**src/core/crb_pkg.sv**
```systemverilog
package crb_pkg;

    // ------------------------------------------------------------
    // Address space and reset values
    // ------------------------------------------------------------
    localparam int          CRB_PC_W        = 16;
    localparam logic [15:0] CRB_PC_RESET    = 16'h0000;

    // ------------------------------------------------------------
    // Opcodes handled by this unit
    // ------------------------------------------------------------
    localparam logic [7:0]  CRB_OP_CARRY_CLEAR = 8'h50;
    localparam logic [7:0]  CRB_OP_ACC_NONZERO = 8'h70;

    // ------------------------------------------------------------
    // Instruction shape and timing
    // ------------------------------------------------------------
    localparam int          CRB_INSTR_BYTES  = 2;
    localparam int          CRB_MC_PER_INSTR = 2;
    localparam int          CRB_CLKS_PER_MC  = 12;

    // ------------------------------------------------------------
    // Sequencer states
    // ------------------------------------------------------------
    typedef enum logic [2:0]
    {
        CRB_ST_IDLE = 3'b001,
        CRB_ST_MC1  = 3'b010,
        CRB_ST_MC2  = 3'b100
    } crb_state_t;

endpackage

```
**src/core/crb_target_calc.sv**
```systemverilog
`timescale 1ns/10ps

module crb_target_calc
    import crb_pkg::*;
#(
    parameter int PC_W = CRB_PC_W
)
(
    input  wire logic [PC_W-1:0] pc_opcode,
    input  wire logic [7:0]      rel_disp,
    output wire logic [PC_W-1:0] pc_seq,
    output wire logic [PC_W-1:0] pc_target
);

    // ------------------------------------------------------------
    // Elaboration checks
    // ------------------------------------------------------------
    if (PC_W < 8)
    begin : g_bad_width
        $error("crb_target_calc: PC_W must be at least 8");
    end

    localparam logic [PC_W-1:0] STEP = PC_W'(CRB_INSTR_BYTES);

    // ------------------------------------------------------------
    // Target arithmetic
    // ------------------------------------------------------------
    wire logic [PC_W-1:0] rel_sext;

    // Both sums wrap modulo the address space by truncation to PC_W.
    assign pc_seq    = pc_opcode + STEP;
    assign rel_sext  = {{(PC_W-8){rel_disp[7]}}, rel_disp};
    assign pc_target = pc_seq + rel_sext;

endmodule

```
**src/core/crb_branch_unit.sv**
```systemverilog
`timescale 1ns/10ps
// Overview of operation
// - Carry-clear jump branches when carry is zero, else falls through.
// - Target is opcode address plus two, plus the signed second-byte displacement.
// - Carry-clear jump never writes the carry flag, taken or not.
// - Opcode 50h is the carry-clear jump, two bytes, two machine cycles.
// - Accumulator-nonzero jump branches when any accumulator bit is one.
// - Accumulator-nonzero jump writes neither accumulator nor any flag.
// - Opcode 70h is the accumulator-nonzero jump, two bytes, two machine cycles.

module crb_branch_unit
    import crb_pkg::*;
#(
    parameter int PC_W        = CRB_PC_W,
    parameter int CLKS_PER_MC = CRB_CLKS_PER_MC
)
(
    input  wire logic            core_clk,
    input  wire logic            rst_n,
    input  wire logic            dec_valid,
    input  wire logic [7:0]      dec_opcode,
    input  wire logic [7:0]      dec_rel,
    input  wire logic [PC_W-1:0] dec_pc,
    input  wire logic            carry_flag,
    input  wire logic [7:0]      acc_value,
    output wire logic            dec_ready,
    output wire logic            dec_hit,
    output wire logic            busy,
    output wire logic            mc_end,
    output wire logic            pc_load,
    output logic      [PC_W-1:0] pc_next_r,
    output logic                 branch_taken_r,
    output logic                 op_carry_r,
    output logic                 carry_wr_en_r,
    output logic                 acc_wr_en_r,
    output logic                 flags_wr_en_r
);

    // ------------------------------------------------------------
    // Elaboration checks
    // ------------------------------------------------------------
    if (CLKS_PER_MC < 1)
    begin : g_bad_mc
        $error("crb_branch_unit: CLKS_PER_MC must be at least 1");
    end
    if (PC_W < 8)
    begin : g_bad_pc
        $error("crb_branch_unit: PC_W must be at least 8");
    end
    if (CRB_MC_PER_INSTR != 2)
    begin : g_bad_seq
        $error("crb_branch_unit: sequencer is built for two machine cycles");
    end

    localparam int             CNT_W    = (CLKS_PER_MC > 1) ? $clog2(CLKS_PER_MC) : 1;
    localparam logic [CNT_W-1:0] CNT_LAST = CNT_W'(CLKS_PER_MC - 1);
    localparam logic [CNT_W-1:0] CNT_ZERO = '0;

    // ------------------------------------------------------------
    // Declarations
    // ------------------------------------------------------------
    crb_state_t       state_r;
    crb_state_t       state_nxt;
    logic [CNT_W-1:0] clk_cnt_r;
    logic [CNT_W-1:0] clk_cnt_nxt;

    wire logic            st_idle;
    wire logic            st_mc1;
    wire logic            st_mc2;
    wire logic            is_carry_op;
    wire logic            is_acc_op;
    wire logic            accept;
    wire logic            cond_carry;
    wire logic            cond_acc;
    wire logic            cond_true;
    wire logic [PC_W-1:0] pc_seq;
    wire logic [PC_W-1:0] pc_target;
    wire logic [PC_W-1:0] pc_sel;

    // ------------------------------------------------------------
    // Decode
    // ------------------------------------------------------------
    assign st_idle     = (state_r == CRB_ST_IDLE);
    assign st_mc1      = (state_r == CRB_ST_MC1);
    assign st_mc2      = (state_r == CRB_ST_MC2);

    assign is_carry_op = (dec_opcode == CRB_OP_CARRY_CLEAR);
    assign is_acc_op   = (dec_opcode == CRB_OP_ACC_NONZERO);
    assign dec_hit     = is_carry_op | is_acc_op;
    assign dec_ready   = st_idle;
    assign accept      = dec_valid & dec_ready & dec_hit;

    // The condition is sampled at acceptance; the core may alter
    // carry or accumulator while the instruction is still in flight.
    assign cond_carry  = ~carry_flag;
    assign cond_acc    = |acc_value;
    assign cond_true   = is_carry_op ? cond_carry : cond_acc;

    // ------------------------------------------------------------
    // Target calculation
    // ------------------------------------------------------------
    crb_target_calc #(
        .PC_W      (PC_W)
    ) crb_target_calc_i (
        .pc_opcode (dec_pc),
        .rel_disp  (dec_rel),
        .pc_seq    (pc_seq),
        .pc_target (pc_target)
    );

    // Not taken continues at the byte after the displacement.
    assign pc_sel = cond_true ? pc_target : pc_seq;

    // ------------------------------------------------------------
    // Machine-cycle sequencer
    // ------------------------------------------------------------
    assign mc_end  = (st_mc1 | st_mc2) & (clk_cnt_r == CNT_LAST);
    assign pc_load = st_mc2 & mc_end;
    assign busy    = ~st_idle;

    always_comb
    begin
        state_nxt   = state_r;
        clk_cnt_nxt = clk_cnt_r;
        case (state_r)
            CRB_ST_IDLE:
            begin
                clk_cnt_nxt = CNT_ZERO;
                if (accept)
                begin
                    state_nxt = CRB_ST_MC1;
                end
            end
            CRB_ST_MC1:
            begin
                if (mc_end)
                begin
                    clk_cnt_nxt = CNT_ZERO;
                    state_nxt   = CRB_ST_MC2;
                end
                else
                begin
                    clk_cnt_nxt = clk_cnt_r + CNT_W'(1);
                end
            end
            CRB_ST_MC2:
            begin
                if (mc_end)
                begin
                    clk_cnt_nxt = CNT_ZERO;
                    state_nxt   = CRB_ST_IDLE;
                end
                else
                begin
                    clk_cnt_nxt = clk_cnt_r + CNT_W'(1);
                end
            end
            default:
            begin
                clk_cnt_nxt = CNT_ZERO;
                state_nxt   = CRB_ST_IDLE;
            end
        endcase
    end

    always_ff @(posedge core_clk or negedge rst_n)
    begin
        if (!rst_n)
        begin
            state_r   <= CRB_ST_IDLE;
            clk_cnt_r <= CNT_ZERO;
        end
        else
        begin
            state_r   <= state_nxt;
            clk_cnt_r <= clk_cnt_nxt;
        end
    end

    // ------------------------------------------------------------
    // Result registers
    // ------------------------------------------------------------
    // The result is captured at acceptance so that later changes on the
    // decode inputs cannot disturb an instruction already in flight.
    always_ff @(posedge core_clk or negedge rst_n)
    begin
        if (!rst_n)
        begin
            pc_next_r      <= PC_W'(CRB_PC_RESET);
            branch_taken_r <= 1'b0;
            op_carry_r     <= 1'b0;
        end
        else if (accept)
        begin
            pc_next_r      <= pc_sel;
            branch_taken_r <= cond_true;
            op_carry_r     <= is_carry_op;
        end
    end

    // ------------------------------------------------------------
    // Architectural write enables
    // ------------------------------------------------------------
    // Neither branch writes back: the tested carry, the accumulator and
    // all other flags keep their values, so these enables stay low.
    always_ff @(posedge core_clk or negedge rst_n)
    begin
        if (!rst_n)
        begin
            carry_wr_en_r <= 1'b0;
            acc_wr_en_r   <= 1'b0;
            flags_wr_en_r <= 1'b0;
        end
        else
        begin
            carry_wr_en_r <= 1'b0;
            acc_wr_en_r   <= 1'b0;
            flags_wr_en_r <= 1'b0;
        end
    end

endmodule

```
**config.mk**
```make
export PLATFORM = sky130hd
export DESIGN_NAME = crb_branch_unit
export DESIGN_NICKNAME = d
export VERILOG_FILES = /design/src/core/crb_pkg.sv /design/src/core/crb_target_calc.sv /design/src/core/crb_branch_unit.sv
export SDC_FILE = /design/constraint.sdc
export NUM_CORES = 1
export LEC_CHECK = 0
export BUFFER_PORTS_ARGS = -buffer_cell sky130_fd_sc_hd__buf_2
export CAP_MARGIN = 20
export CORE_ASPECT_RATIO = 0.9
export CORE_UTILIZATION = 57
export DETAILED_ROUTE_END_ITERATION = 8
export MAX_ROUTING_LAYER = met4
export PLACE_DENSITY = 0.87
export SLEW_MARGIN = 25
export SYNTH_ARGS = -nofsm -noshare
export SYNTH_HDL_FRONTEND = slang
export SYNTH_HIERARCHICAL = 1
export SYNTH_SLANG_ARGS = --single-unit
```
**constraint.sdc**
```tcl
create_clock -name core_clk -period 6.2 [get_ports core_clk]
set_clock_uncertainty 0.2 [all_clocks]
set_input_delay 1.24 -clock core_clk [delete_from_list [all_inputs] [get_ports core_clk]]
set_output_delay 1.24 -clock core_clk [all_outputs]
set_load 0.05 [all_outputs]
```
==> results.md, run 1 <==
Yosys:
- The unique cell type count in the Yosys netlist is 59.
- After synthesis, the mean cell area works out to 8.63 um^2.
- For this run, the register share of the synthesized area comes to 0.257.
- The number of synthesized flops with an enable pin is 0.
- The number of cells produced by synthesis is 282.
- Yosys printed 6 warnings.
- The commonest cells after synthesis are sky130_fd_sc_hd__nand2_1, sky130_fd_sc_hd__dfrtp_1, sky130_fd_sc_hd__ha_1.
- The main flop type after synthesis is sky130_fd_sc_hd__dfrtp_1.
- The top cell type's share of synthesized area is 0.247.
- In the synthesized netlist the async set-or-reset flop fraction comes to 1.00.
- The most frequent cell after synthesis is sky130_fd_sc_hd__nand2_1.
- The cell area after synthesis is 2430 um^2.
- After synthesis, the cell types taking the most area are sky130_fd_sc_hd__dfrtp_1, sky130_fd_sc_hd__ha_1, sky130_fd_sc_hd__nand2_1.
- The number of register bits inferred by synthesis is 25.
- Summed over all instances, the cell type with the most area after synthesis is sky130_fd_sc_hd__dfrtp_1.

Worst setup path:
- The worst-path maximum fanout is 6.
- The worst setup path is captured at a flip-flop.
- The critical path goes through buf_2 > and4_2 > and3_1 > nand4_1 > nor2_1 > xor2_1 > ha_1 > a21oi_1 > nand2_1 > a2111oi_0 > nor4bb_1 > o2111ai_1 > o211ai_2.
- The critical path in this run is classified as in2reg.
- The kind of launch point of the worst setup path is an input port.
- For the worst setup path, the data required time is 6150 ps.
- For this run, the slowest stage of the critical path takes 440 ps.
- STA puts the critical path data arrival time at around 3900 ps.
- The slowest library cell on the worst path is sky130_fd_sc_hd__a2111oi_0.

CTS:
- The total clock sinks is 25.
- The master cell of the clock root buffer is sky130_fd_sc_hd__clkbuf_8.
- The number of H-tree levels is 1.
- The maximum buffer depth of the clock tree is 2.
- TritonCTS created 3 clock buffers.
- The TritonCTS clock tree is done.
- Post-CTS repair changed the size of 0 cells.
- For the worst-skew pair, the clock arrives at the later sink with an insertion delay of 270 ps.
- After clock tree synthesis, the flow added hold-fix buffers numbering 0.
- Buffers added to address setup during post-CTS repair amount to 0.
- The clock input transition at the sequential cells of the worst setup and hold paths is 90 ps.

Timing:
- The final worst-path cycle share is 0.631.
- Setup violations remaining at the end of the flow were counted as 0.
- The time the final worst path needs with I/O delays and setup is 3910 ps.
- After layout, the worst setup slack is 2290 ps.
- Setup repair after global routing left no endpoint under its margin.
- At the pin with the least slew margin, the transition time is 776 ps.
- Summed over all failing endpoints, the final setup total negative slack is 0 ps.
- Timing would allow up to 0.256 GHz.
- The total count of hold-check failures in the final report is 0.
- The headroom to the max-slew limit is 0.481.
- Hold is met by 278 ps.
- The max-slew violation count is 0.

Die:
- After floorplanning, the core was divided into 22 placement rows.
- For this configuration, the core starts out at a cell density of 0.598.
- The horizontal die dimension is slightly above 70 um.
- The floorplan step defined a core boundary enclosing 4070 um^2.
- The floorplan step defined a die boundary enclosing 4540 um^2.
- The die extent in y is between 60 and 70 um.
- 70 I/O pins were placed.

Place:
- Once placement finished, the instance area stood at 2770 um^2.
- The detailed placement HPWL is between 4000 and 5000 um.
- At the end of routability-driven placement, the weighted congestion stood at 0.971.
- The worst-case setup slack after placement is 2070 ps.
- Input and output buffers added on the ports amount to 66.

Power:
- For this design the static power due to leakage is roughly 0.0013 uW.
- The worst-case IR drop observed on VDD is 91.3 uV.
- Power spread over the standard cell area amounts to 157 nW/um^2.

Job:
- Max-cap violations in this run came to 0.

Routing:
- In the routed layout, each cell is associated on average with a via count of 6.12.
- In the final routed layout, each cell accounts on average for 14.6 um.
- Once detail routing completed, the nets flagged for antenna violations numbered 0.
- The routed layout has ~2.4k vias.
- The DRC violation total after the first TritonRoute iteration is approximately 180.
- After detailed routing, the number of remaining DRC violations is 16.
- Before antenna repair, the detailed router went through 7 iterations.
- The total wire length after detailed routing is 5640 um.

Outcome:
- The checks that failed: design-rule violations.
- The run finished, with violations left.

Finish:
- The final core area utilization is 0.691.
- The number of antenna diodes in the final layout is 0.
- The share of layout cells above drive strength 1 is 0.268.
- The finished cells cover roughly 2800 um^2.
- From synthesis to final layout, the design area changed by 15.7%.
- The number of nets at the end of the flow is 405.

Global routing:
- The initial antenna violation count is 0.
- The via count of the first global-routing pass is roughly 2.1k.
- The wire length of the first global-routing pass is 9530 um.
- The pin count of the biggest net entering global routing is 26.
- Across every metal layer, demand over resource in global routing totals 0.266.
- Global routing finished with a remaining overflow of 0.

Min path:
- The class of the tightest hold or removal check is reg2reg.
==> sequential cells by signal, indices dropped and copies added (netlist names) <==
| name | cells |
|---|---|
| op_carry_r | 1 |
| state_r | 3 |
| clk_cnt_r | 4 |
| branch_taken_r | 1 |
| pc_next_r | 16 |
==> stage by stage <==
| step | cells | power [uW] |
|---|---|---|
| after detailed placement | 383 | 345 |
| after global routing | 387 | 466 |
| after floorplan | 284 | 297 |
| after CTS | 387 | 442 |
| final | 387 | 443 |
| after global placement | 382 | 341 |
==> cell families after synthesis <==
group	count (synthesis)	synth area share
and+or+nand+nor	106	0.230
AOI/OAI and AO/OA	74	0.239
xor gates and xnor gates	28	0.101
DFF	25	0.257
buffers and inverters	25	0.0519
adders and majority gates	21	0.111
muxes	2	0.00874
other	1	0.00154
==> area by class of cell <==
| type | instances | area [um^2] |
|---|---|---|
| multi-input combinational | 234 | 1700 |
| fill | 317 | 1260 |
| sequential | 25 | 627 |
| timing repair buffer | 67 | 345 |
| tap | 48 | 60.1 |
| clock buffer | 3 | 41.3 |
| inverter | 9 | 33.8 |
| clock inverter | 1 | 7.51 |
==> per-layer routing <==
metal | vias up | wire (um) | track usage
met1 | 1088 | 2750 | 0.397
li1 | 1162 | - | -
met3 | 4 | 467 | 0.0158
met2 | 114 | 2370 | 0.398
met4 | 0 | 48 | 0.0650
met5 | - | 0 | -
==> final timing paths <==
check | cells after the start | slack, ps | from | end
max | 13 | 2290 | dec_pc[3] | pc_next_r[13]$_DFFE_PN0P_
min | 1 | 280 | clk_cnt_r[0]$_DFF_PN0_ | clk_cnt_r[0]$_DFF_PN0_
max reg2reg | 5 | 3770 | state_r[2]$_DFFE_PN0P_ | pc_next_r[9]$_DFFE_PN0P_
min reg2reg | 1 | 280 | clk_cnt_r[0]$_DFF_PN0_ | clk_cnt_r[0]$_DFF_PN0_
max in group asynchronous | 1 | 4690 | rst_n | state_r[0]$_DFFE_PN1P_
min in group asynchronous | 1 | 740 | rst_n | clk_cnt_r[3]$_DFF_PN0_
==> critical path, delay by kind of cell <==
| family | cells | cell delay (ps) |
|---|---|---|
| AO/OA/AOI/OAI | 4 | 880 |
| AND/OR/NAND/NOR | 6 | 1010 |
| XOR/XNOR | 1 | 290 |
| buffers and inverters | 1 | 130 |
| adder cells (fa/ha/maj) | 1 | 310 |
==> power breakdown <==
part | leakage (uW) | total (uW) | internal (uW) | switching, uW
combinational | 0.000962 | 170 | 63.2 | 107
clock | 0.0000217 | 99.5 | 45.6 | 53.9
sequential | 0.000343 | 174 | 170 | 3.98
==> cells in the final DEF, fill, tap and decap left out, drive strengths merged, types with 2 or more instances in the layout <==
cell type	instances
and2	2
nor4	4
xor2	10
nor2	10
nand2	50
dfrtp	24
a21o	3
xnor2	18
nand4	6
o2111ai	16
clkbuf	3
buf	67
a31oi	3
o21ai	6
o221ai	2
o211ai	17
ha	20
nand2b	4
a211oi	2
nand3b	4
and4	2
conb	3
and3	5
nor3	4
inv	9
or3	2
or4	2
a21oi	16
nand3	5
Note: power is estimated with default switching activity, not from simulation.
==> run 2, diff against run 1 <==
ABC_AREA = 1   (was not set)
CORE_UTILIZATION = 49   (was 57)
PLACE_DENSITY = 0.78   (was 0.87)
clock period = 3.4 ns   (was 6.2 ns; I/O delays follow)
==> run 2 against run 1 <==
The flow now finishes without violations; area after synthesis up 13%; first-iteration DRC count down 18%; clock power up 82%; utilization down 11 points; design area up 11%; critical path type unchanged; critical endpoint is now pc_next_r[14]$_DFFE_PN0P_.
==> results.md, run 2 <==
Worst setup path:
- The worst endpoint data arrival time is 3000 ps (-860 ps).
- The most numerous cell type found on the critical path is sky130_fd_sc_hd__nand3_1.
- Traced cell by cell, the critical path runs through buf_2 > ha_1 > nand2_2 > nor2_2 > nand2_2 > nor2_2 > nand2_1 > xor2_1 > inv_1 > ha_1 > inv_1 > nor3_1 > nand3_1 > nand3_1 > nand2_1 > inv_1 > nand3_1 > nand3_1 > nand2_1.
- The worst-path maximum fanout is 5 (-1).
- The slowest stage of the critical path belongs to the cell sky130_fd_sc_hd__ha_1.
- The stage delay of the slowest cell on the critical path came to 370 ps (-70 ps).
- The type of element capturing the critical path is a flip-flop.
- The worst setup path is of the in2reg kind.
- The kind of launch point of the worst setup path is an input port.
- The endpoint required time on the critical path was 3360 ps (-2790 ps).

Timing:
- Setup repair after global routing left no endpoint under its margin.
- The total count of hold-check failures in the final report is 0 (unchanged).
- Static timing analysis puts the maximum clock frequency at 0.329 GHz.
- The headroom to the max-slew limit is 0.438 (-0.0433).
- The max-slew violation count is 0 (unchanged).
- Of the available clock period, the critical path in the final layout requires 0.893.
- The final total negative setup slack was 0 ps (unchanged).
- The final worst hold slack was 187 ps (-90.7 ps).
- The transition time at the pin with the least slew margin is 841 ps (+65.0 ps).
- The final setup violation count is 0 (unchanged).
- The time the final worst path needs with I/O delays and setup is about 3000 ps.

Place:
- The final weighted congestion in routability-driven placement came to 0.932 (-4.1%).
- The detailed placement HPWL came to 5290 um (+19%).
- The post-detailed-placement cell area is 3080 um^2 (+11%).
- The count of input and output buffers is 66 (unchanged).

Routing:
- The count of unresolved DRC violations after routing came to 0 (-16).
- The iteration count of the initial detailed-routing pass is 6 (-1).
- The final routed wire length divided by cell count is 11.9 um (-19%).
- The residual antenna-violating net count after detailed routing is 0 (unchanged).
- The via count was 2748 (+16%).
- The total wire length after detailed routing is 6520 um (+16%).
- The DRC violation total after the first TritonRoute iteration is 146 (-18%).
- The detail-routed via count per cell is 5.00 (-18%).

Finish:
- The area growth from synthesis to layout is 13.4%.
- The number of nets at the end of the flow is 549 (+36%).
- The share of layout cells above drive strength 1 came to 0.197 (-0.0717).
- The number of fill cells in the layout is 531 (+68%).
- The number of flip-flops in the largest register is 16 (unchanged).
- Leaving out fill and tap cells, the most frequent cells in the layout are sky130_fd_sc_hd__nand2_1, sky130_fd_sc_hd__inv_1, sky130_fd_sc_hd__nand3_1.
- The final core area utilization is 0.585 (-0.107).
- In the final layout, the registers with the most flip-flops are pc_next_r: 16 flops, clk_cnt_r: 4 flops, state_r: 3 flops.
- The register containing the most flip-flops in the final layout is pc_next_r.
- The number of diodes is 0 (unchanged).
- The commonest non-fill, non-tap cell in the layout is sky130_fd_sc_hd__nand2_1.
- The design area is 3130 um^2 (+11%).

CTS:
- The maximum buffer depth of the clock tree came to 2 (unchanged).
- TritonCTS built the clock tree.
- The total clock sinks is 25 (unchanged).
- The number of H-tree levels was 1 (unchanged).
- The clock input transition at the sequential cells of the worst setup and hold paths is 90 ps (about the same).
- The number of buffers added for setup after CTS is 0 (unchanged).
- The master cell of the clock root buffer is sky130_fd_sc_hd__clkbuf_8.
- The count of hold buffers inserted by post-cts repair is 0 (unchanged).
- The number of cells upsized or downsized after cts is 0 (unchanged).
- The number of CTS-inserted buffers is 3 (unchanged).
- The clock insertion delay at the later pin of the skew report is 270 ps (about the same).

Job:
- The max capacitance violation total is 0 (unchanged).

Die:
- The area of the die was 5930 um^2 (+31%).
- The boundary pin count was 70 (unchanged).
- The die extent in y is 73.2 um (+14%).
- The starting utilization of the core area is 0.515 (-0.0823).
- The row count came to 25 (+14%).
- The horizontal die dimension was 81.1 um (+14%).
- The placeable core area is 5350 um^2 (+31%).

Yosys:
- The number of register bits inferred by synthesis is 25 (unchanged).
- The number of synthesized flops with an enable pin came to 0 (unchanged).
- The share of flip-flops with an asynchronous set or reset was 1.00 (unchanged).
- The leading area contributor after synthesis is sky130_fd_sc_hd__dfrtp_1.
- The count of yosys warnings during synthesis is 6 (unchanged).
- The number of cells produced by synthesis came to 422 (+50%).
- The cell area after synthesis came to 2760 um^2 (+13%).
- The average size of a mapped cell is 6.53 um^2 (-24%).
- Among all cell types in the netlist, the one instantiated most often is sky130_fd_sc_hd__nand2_1.
- The unique cell type count in the Yosys netlist was 37 (-37%).
- The portion of the post-synthesis area used by sequential elements is 0.227 (-0.0300).
- Sorting the synthesized cells by area gives the leading types as sky130_fd_sc_hd__dfrtp_1, sky130_fd_sc_hd__nand2_1, sky130_fd_sc_hd__nand3_1.
- By count the netlist is led by sky130_fd_sc_hd__nand2_1, sky130_fd_sc_hd__inv_1, sky130_fd_sc_hd__nand3_1.
- The top cell type's share of synthesized area was 0.218 (-0.0288).
- The most used flip-flop cell after synthesis is sky130_fd_sc_hd__dfrtp_1.

Outcome:
- The run finished with clean final reports.

Power:
- The static leakage power came to 0.00189 uW (+43%).
- The power density over the cells is 316 nW/um^2 (+100%).
- The highest ir drop seen on vdd is 201 uV (+120%).

Global routing:
- The pin count of the biggest net entering global routing is 26 (unchanged).
- The wire length of the first global-routing pass came to 10500 um (+9.9%).
- The global-route congestion overflow total is 0 (unchanged).
- The via count of the first global-routing pass is 2445 (+17%).
- The global-route usage over all layers is 0.233 (-0.0340).
- The initial antenna violation count came to 0 (unchanged).

Min path:
- The min-delay analysis places its worst path in the category in2async.
[run 2: changes by cell type after synthesis, moves of 8 or more]
cell / previous run / this run
sky130_fd_sc_hd__o2111ai_1: 16 / 0
sky130_fd_sc_hd__o211ai_2: 10 / 0
sky130_fd_sc_hd__nand2_1: 50 / 106
sky130_fd_sc_hd__inv_1: 9 / 75
sky130_fd_sc_hd__xor2_1: 10 / 19
sky130_fd_sc_hd__nand2_2: 0 / 8
sky130_fd_sc_hd__nor2_1: 10 / 28
sky130_fd_sc_hd__nand3_1: 5 / 73
sky130_fd_sc_hd__xnor2_1: 18 / 5
[run 2: stage by stage]
stage                     std cells  worst slack [ps]  power, uW
after CTS                       550               377        995
after global placement          546               122        804
after global routing            550              55.1       1060
after floorplan                 424               494        696
final                           550               363        988
after detailed placement        546              98.5        811
[run 2: logic make-up after synthesis]
group | after synthesis | synth area share
AND/OR/NAND/NOR | 241 | 0.412
buffers and inverters | 88 | 0.141
flip-flops | 25 | 0.227
XOR/XNOR | 24 | 0.0763
AO/OA/AOI/OAI | 22 | 0.0436
adder cells (fa/ha/maj) | 21 | 0.0980
other | 1 | 0.00136
[run 2: worst paths after layout]
| path | start | endpoint | slack [ps] | cells after the start |
|---|---|---|---|---|
| max | dec_pc[1] | pc_next_r[14]$_DFFE_PN0P_ | 360 | 19 |
| min | rst_n | branch_taken_r$_DFFE_PN0P_ | 190 | 1 |
| max reg2reg | state_r[0]$_DFFE_PN1P_ | branch_taken_r$_DFFE_PN0P_ | 1280 | 4 |
| min reg2reg | clk_cnt_r[0]$_DFF_PN0_ | clk_cnt_r[0]$_DFF_PN0_ | 280 | 1 |
| max in group asynchronous | rst_n | state_r[0]$_DFFE_PN1P_ | 2440 | 1 |
| min in group core_clk | clk_cnt_r[0]$_DFF_PN0_ | clk_cnt_r[0]$_DFF_PN0_ | 280 | 1 |
[run 2: where the power goes]
part	internal, uW	switching, uW
logic	151	321
clock network	83.0	97.6
registers	324	12.2
total	558	430
[run 2: final cells by class]
class | count | area (um^2) | area share
clock buffers | 3 | 41.3 | 0.0132
clock inverters | 1 | 7.51 | 0.00240
inverters | 77 | 289 | 0.0924
multi-input cells | 311 | 1750 | 0.559
flip-flops and latches | 25 | 627 | 0.200
well taps | 67 | 83.8 | 0.0268
repair buffers | 66 | 330 | 0.106
[run 2: worst max-delay path: cells and delay by family]
kind,cells,cell delay (ps)
fa+ha+maj,2,570
buf+inv,4,290
simple gates,12,1310
xor+xnor,1,140
[run 2: layer usage]
layer / GRT usage / up-vias / share of wire
li1: - / 1438 / -
met1: 0.312 / 1198 / 0.47
met2: 0.377 / 106 / 0.45
met3: 0.0225 / 6 / 0.073
met4: 0.0536 / 0 / 0.010
met5: - / - / 0
==> run 3, diff against run 2 <==
CORE_UTILIZATION = 33   (was 49)
PLACE_DENSITY = not set   (was 0.78)
==> run 3 against run 2 <==
The flow now finishes with violations (design-rule violations); utilization down 19 points; global-route usage shrank 6.3 points; die area rose by 47%; fmax shrank 1.1%; sequential share of layout area decreased by 0.33 points; critical endpoint is now pc_next_r[15]$_DFFE_PN0P_.
==> results.md, run 3 (same netlist as run 2, synthesis figures left out) <==
Power:
- The power share of the combinational group is 0.484 (+0.007).
- The static leakage power is 0.00190 uW (+0.67%).
- The register share of total power is 0.340 (about the same).
- The highest ir drop seen on vdd is 129 uV (-36%).
- The power density over the cells is 311 nW/um^2 (-1.5%).
- The net switching power is 431 uW (+0.21%).
- The internal power is 558 uW (about the same).
- The switching portion of total power is 0.436 (about the same).
- The clock power share is 0.176 (-0.007).

Worst setup path:
- The stage delay of the slowest cell on the critical path is 390 ps (+20 ps).
- The worst-path maximum fanout is 5 (unchanged).
- The type of element capturing the critical path is a flip-flop.
- The worst reg2reg path depth is 6 (+2).
- The worst endpoint data arrival time came to 3080 ps (+80 ps).
- The endpoint of the worst register-to-register path is pc_next_r[1]$_DFFE_PN0P_.
- The critical path's most frequent cell is sky130_fd_sc_hd__nand2_1.
- The slowest library cell on the worst path is sky130_fd_sc_hd__ha_1.
- The kind of launch point of the worst setup path is an input port.
- The worst reg2reg path startpoint is state_r[0]$_DFFE_PN1P_.
- The critical path in this run is classified as in2reg.
- The kind of cell with the highest combined delay along the critical path is simple AND/OR/NAND/NOR gates.
- Walking the worst path, the cells encountered are buf_2 > ha_1 > nand2_2 > nor2_2 > nand2_2 > nor2_2 > nand2_1 > xor2_1 > inv_1 > ha_1 > nand2_1 > nor3_1 > nand2_1 > nand2_1 > nand3_1 > nand2_1 > inv_1 > nand3_1 > nand3_1 > nand2_1.
- The flop-to-flop setup slack was 1400 ps (+120 ps).
- The endpoint required time on the critical path is 3410 ps (+50 ps).
- The number of buffer and inverter instances along the worst setup path is 3 (-1).

Routing:
- The via count is 2792 (+1.6%).
- The total wire length after detailed routing is 7030 um (+7.8%).
- The iteration count of the initial detailed-routing pass is 9 (+3).
- The residual antenna-violating net count after detailed routing is 0 (unchanged).
- The detail-routed via count per cell is 4.78 (-4.3%).
- The count of unresolved DRC violations after routing was 1 (+1).
- The final routed wire length divided by cell count came to 12.0 um (+1.5%).
- The DRC violation total after the first TritonRoute iteration was 198 (+36%).

Global routing:
- The via count of the first global-routing pass is 2545 (+4.1%).
- The pin count of the biggest net entering global routing is 26 (unchanged).
- The wire length of the first global-routing pass came to 11600 um (+10%).
- The initial antenna violation count was 0 (unchanged).
- The global-route usage over all layers is 0.169 (-0.0631).
- The global-route congestion overflow total came to 0 (unchanged).

Die:
- The horizontal die dimension was 98.3 um (+21%).
- The placeable core area came to 8070 um^2 (+51%).
- The row count came to 31 (+24%).
- The starting utilization of the core area was 0.342 (-0.174).
- The die extent in y was 88.7 um (+21%).
- The boundary pin count was 70 (unchanged).
- The area of the die is 8720 um^2 (+47%).

Finish:
- The share of layout cells above drive strength 1 is 0.200 (+0.00331).
- The final core area utilization is 0.394 (-0.190).
- The register containing the most flip-flops in the final layout is pc_next_r.
- The number of diodes is 0 (unchanged).
- Compared with the post-synthesis result, the final layout area differs by 15.3%.
- The commonest non-fill, non-tap cell in the layout is sky130_fd_sc_hd__nand2_1.
- The area taken by multi-input logic gates came to 1750 um^2 (unchanged).
- In the layout the commonest cells are sky130_fd_sc_hd__nand2_1, sky130_fd_sc_hd__inv_1, sky130_fd_sc_hd__nand3_1.
- The number of flip-flops in the largest register is 16 (unchanged).
- The storage element area is 627 um^2 (unchanged).
- The number of nets at the end of the flow is 551 (+0.36%).
- The number of fill cells in the layout is 888 (+67%).
- The largest registers in the layout are pc_next_r: 16 flops, clk_cnt_r: 4 flops, state_r: 3 flops.

Timing:
- The final setup violation count is 0 (unchanged).
- Setup repair after global routing left no endpoint under its margin.
- The headroom to the max-slew limit is 0.501 (+0.0632).
- The total count of hold-check failures in the final report is 0 (unchanged).
- The transition time at the pin with the least slew margin came to 746 ps (-94.9 ps).
- The time the final worst path needs with I/O delays and setup was 3070 ps (+34.0 ps).
- The final total negative setup slack is 0 ps (unchanged).
- The max-slew violation count is 0 (unchanged).
- The final worst-path cycle share was 0.903 (+0.00999).
- The top achievable clock speed came to 0.326 GHz (-1.1%).

Job:
- The max capacitance violation total is 0 (unchanged).

CTS:
- The number of H-tree levels was 1 (unchanged).
- TritonCTS built the clock tree.
- The count of hold buffers inserted by post-cts repair is 0 (unchanged).
- The clock insertion delay at the later pin of the skew report is 270 ps (about the same).
- The number of cells upsized or downsized after cts was 0 (unchanged).
- The number of CTS-inserted buffers came to 3 (unchanged).
- The number of buffers added for setup after CTS is 0 (unchanged).
- The clock input transition at the sequential cells of the worst setup and hold paths is 90 ps (about the same).
- The maximum buffer depth of the clock tree is 2 (unchanged).
- The total clock sinks was 25 (unchanged).
- The master cell of the clock root buffer is sky130_fd_sc_hd__clkbuf_8.

Outcome:
- The checks that failed: design-rule violations.
- The run finished, with violations left.

Place:
- The detailed placement HPWL came to 5780 um (+9.3%).
- The final weighted congestion in routability-driven placement was 0.941 (+1.0%).
- The count of input and output buffers is 66 (unchanged).

Min path:
- The worst hold path belongs to the class in2async.
run 3: cell types whose count changed in the layout (fill, tap and decap cells not counted):
cell,previous run,this run
sky130_fd_sc_hd__clkinvlp_4,1,0
sky130_fd_sc_hd__clkinv_2,0,1
sky130_fd_sc_hd__buf_4,0,2
run 3: area by class of cell:
type,instances,share of cell area
multi-input cells,311,0.550
well taps,99,0.0390
flip-flops and latches,25,0.197
clock inverters,1,0.00157
repair buffers,68,0.109
inverters,77,0.0909
clock buffers,3,0.0130
run 3: worst max-delay path by stage:
stage | startpoint | end | slack (ps) | cells past startpoint
2_1_floorplan | dec_pc[1] | pc_next_r[14]$_DFFE_PN0P_ | 490 | 18
3_5_place_dp | dec_pc[1] | pc_next_r[15]$_DFFE_PN0P_ | 60 | 20
6_report | dec_pc[1] | pc_next_r[15]$_DFFE_PN0P_ | 330 | 20
3_3_place_gp | dec_pc[1] | pc_next_r[15]$_DFFE_PN0P_ | 100 | 20
4_1_cts | dec_pc[1] | pc_next_r[15]$_DFFE_PN0P_ | 340 | 20
5_1_grt | dec_pc[2] | pc_next_r[14]$_DFFE_PN0P_ | 60 | 19
run 3: routing by layer:
metal	global-route usage	part of all wire	vias up
li1	-	-	1443
met1	0.223	0.49	1230
met2	0.282	0.44	113
met3	0.0245	0.060	6
met4	0.0299	0.0054	0
met5	-	0	-
run 3: stage by stage:
stage	hold WS [ps]	std cells	total power [uW]	instance area (um^2)	setup slack (ps)
6_report	193	584	990	3180	329
5_1_grt	223	584	1070	3180	55.2
4_1_cts	208	584	999	3180	341
3_5_place_dp	266	580	819	3130	61.1
3_3_place_gp	254	580	814	3130	104
2_1_floorplan	184	424	696	2760	494
run 3: power groups by stage:
| stage | sequential [uW] | clock, uW | combinational [uW] |
|---|---|---|---|
| floorplan | 418 | 0 | 278 |
| global placement | 342 | 0 | 472 |
| detailed placement | 343 | 0 | 476 |
| CTS | 337 | 184 | 478 |
| global route | 340 | 194 | 534 |
| finish | 336 | 175 | 478 |
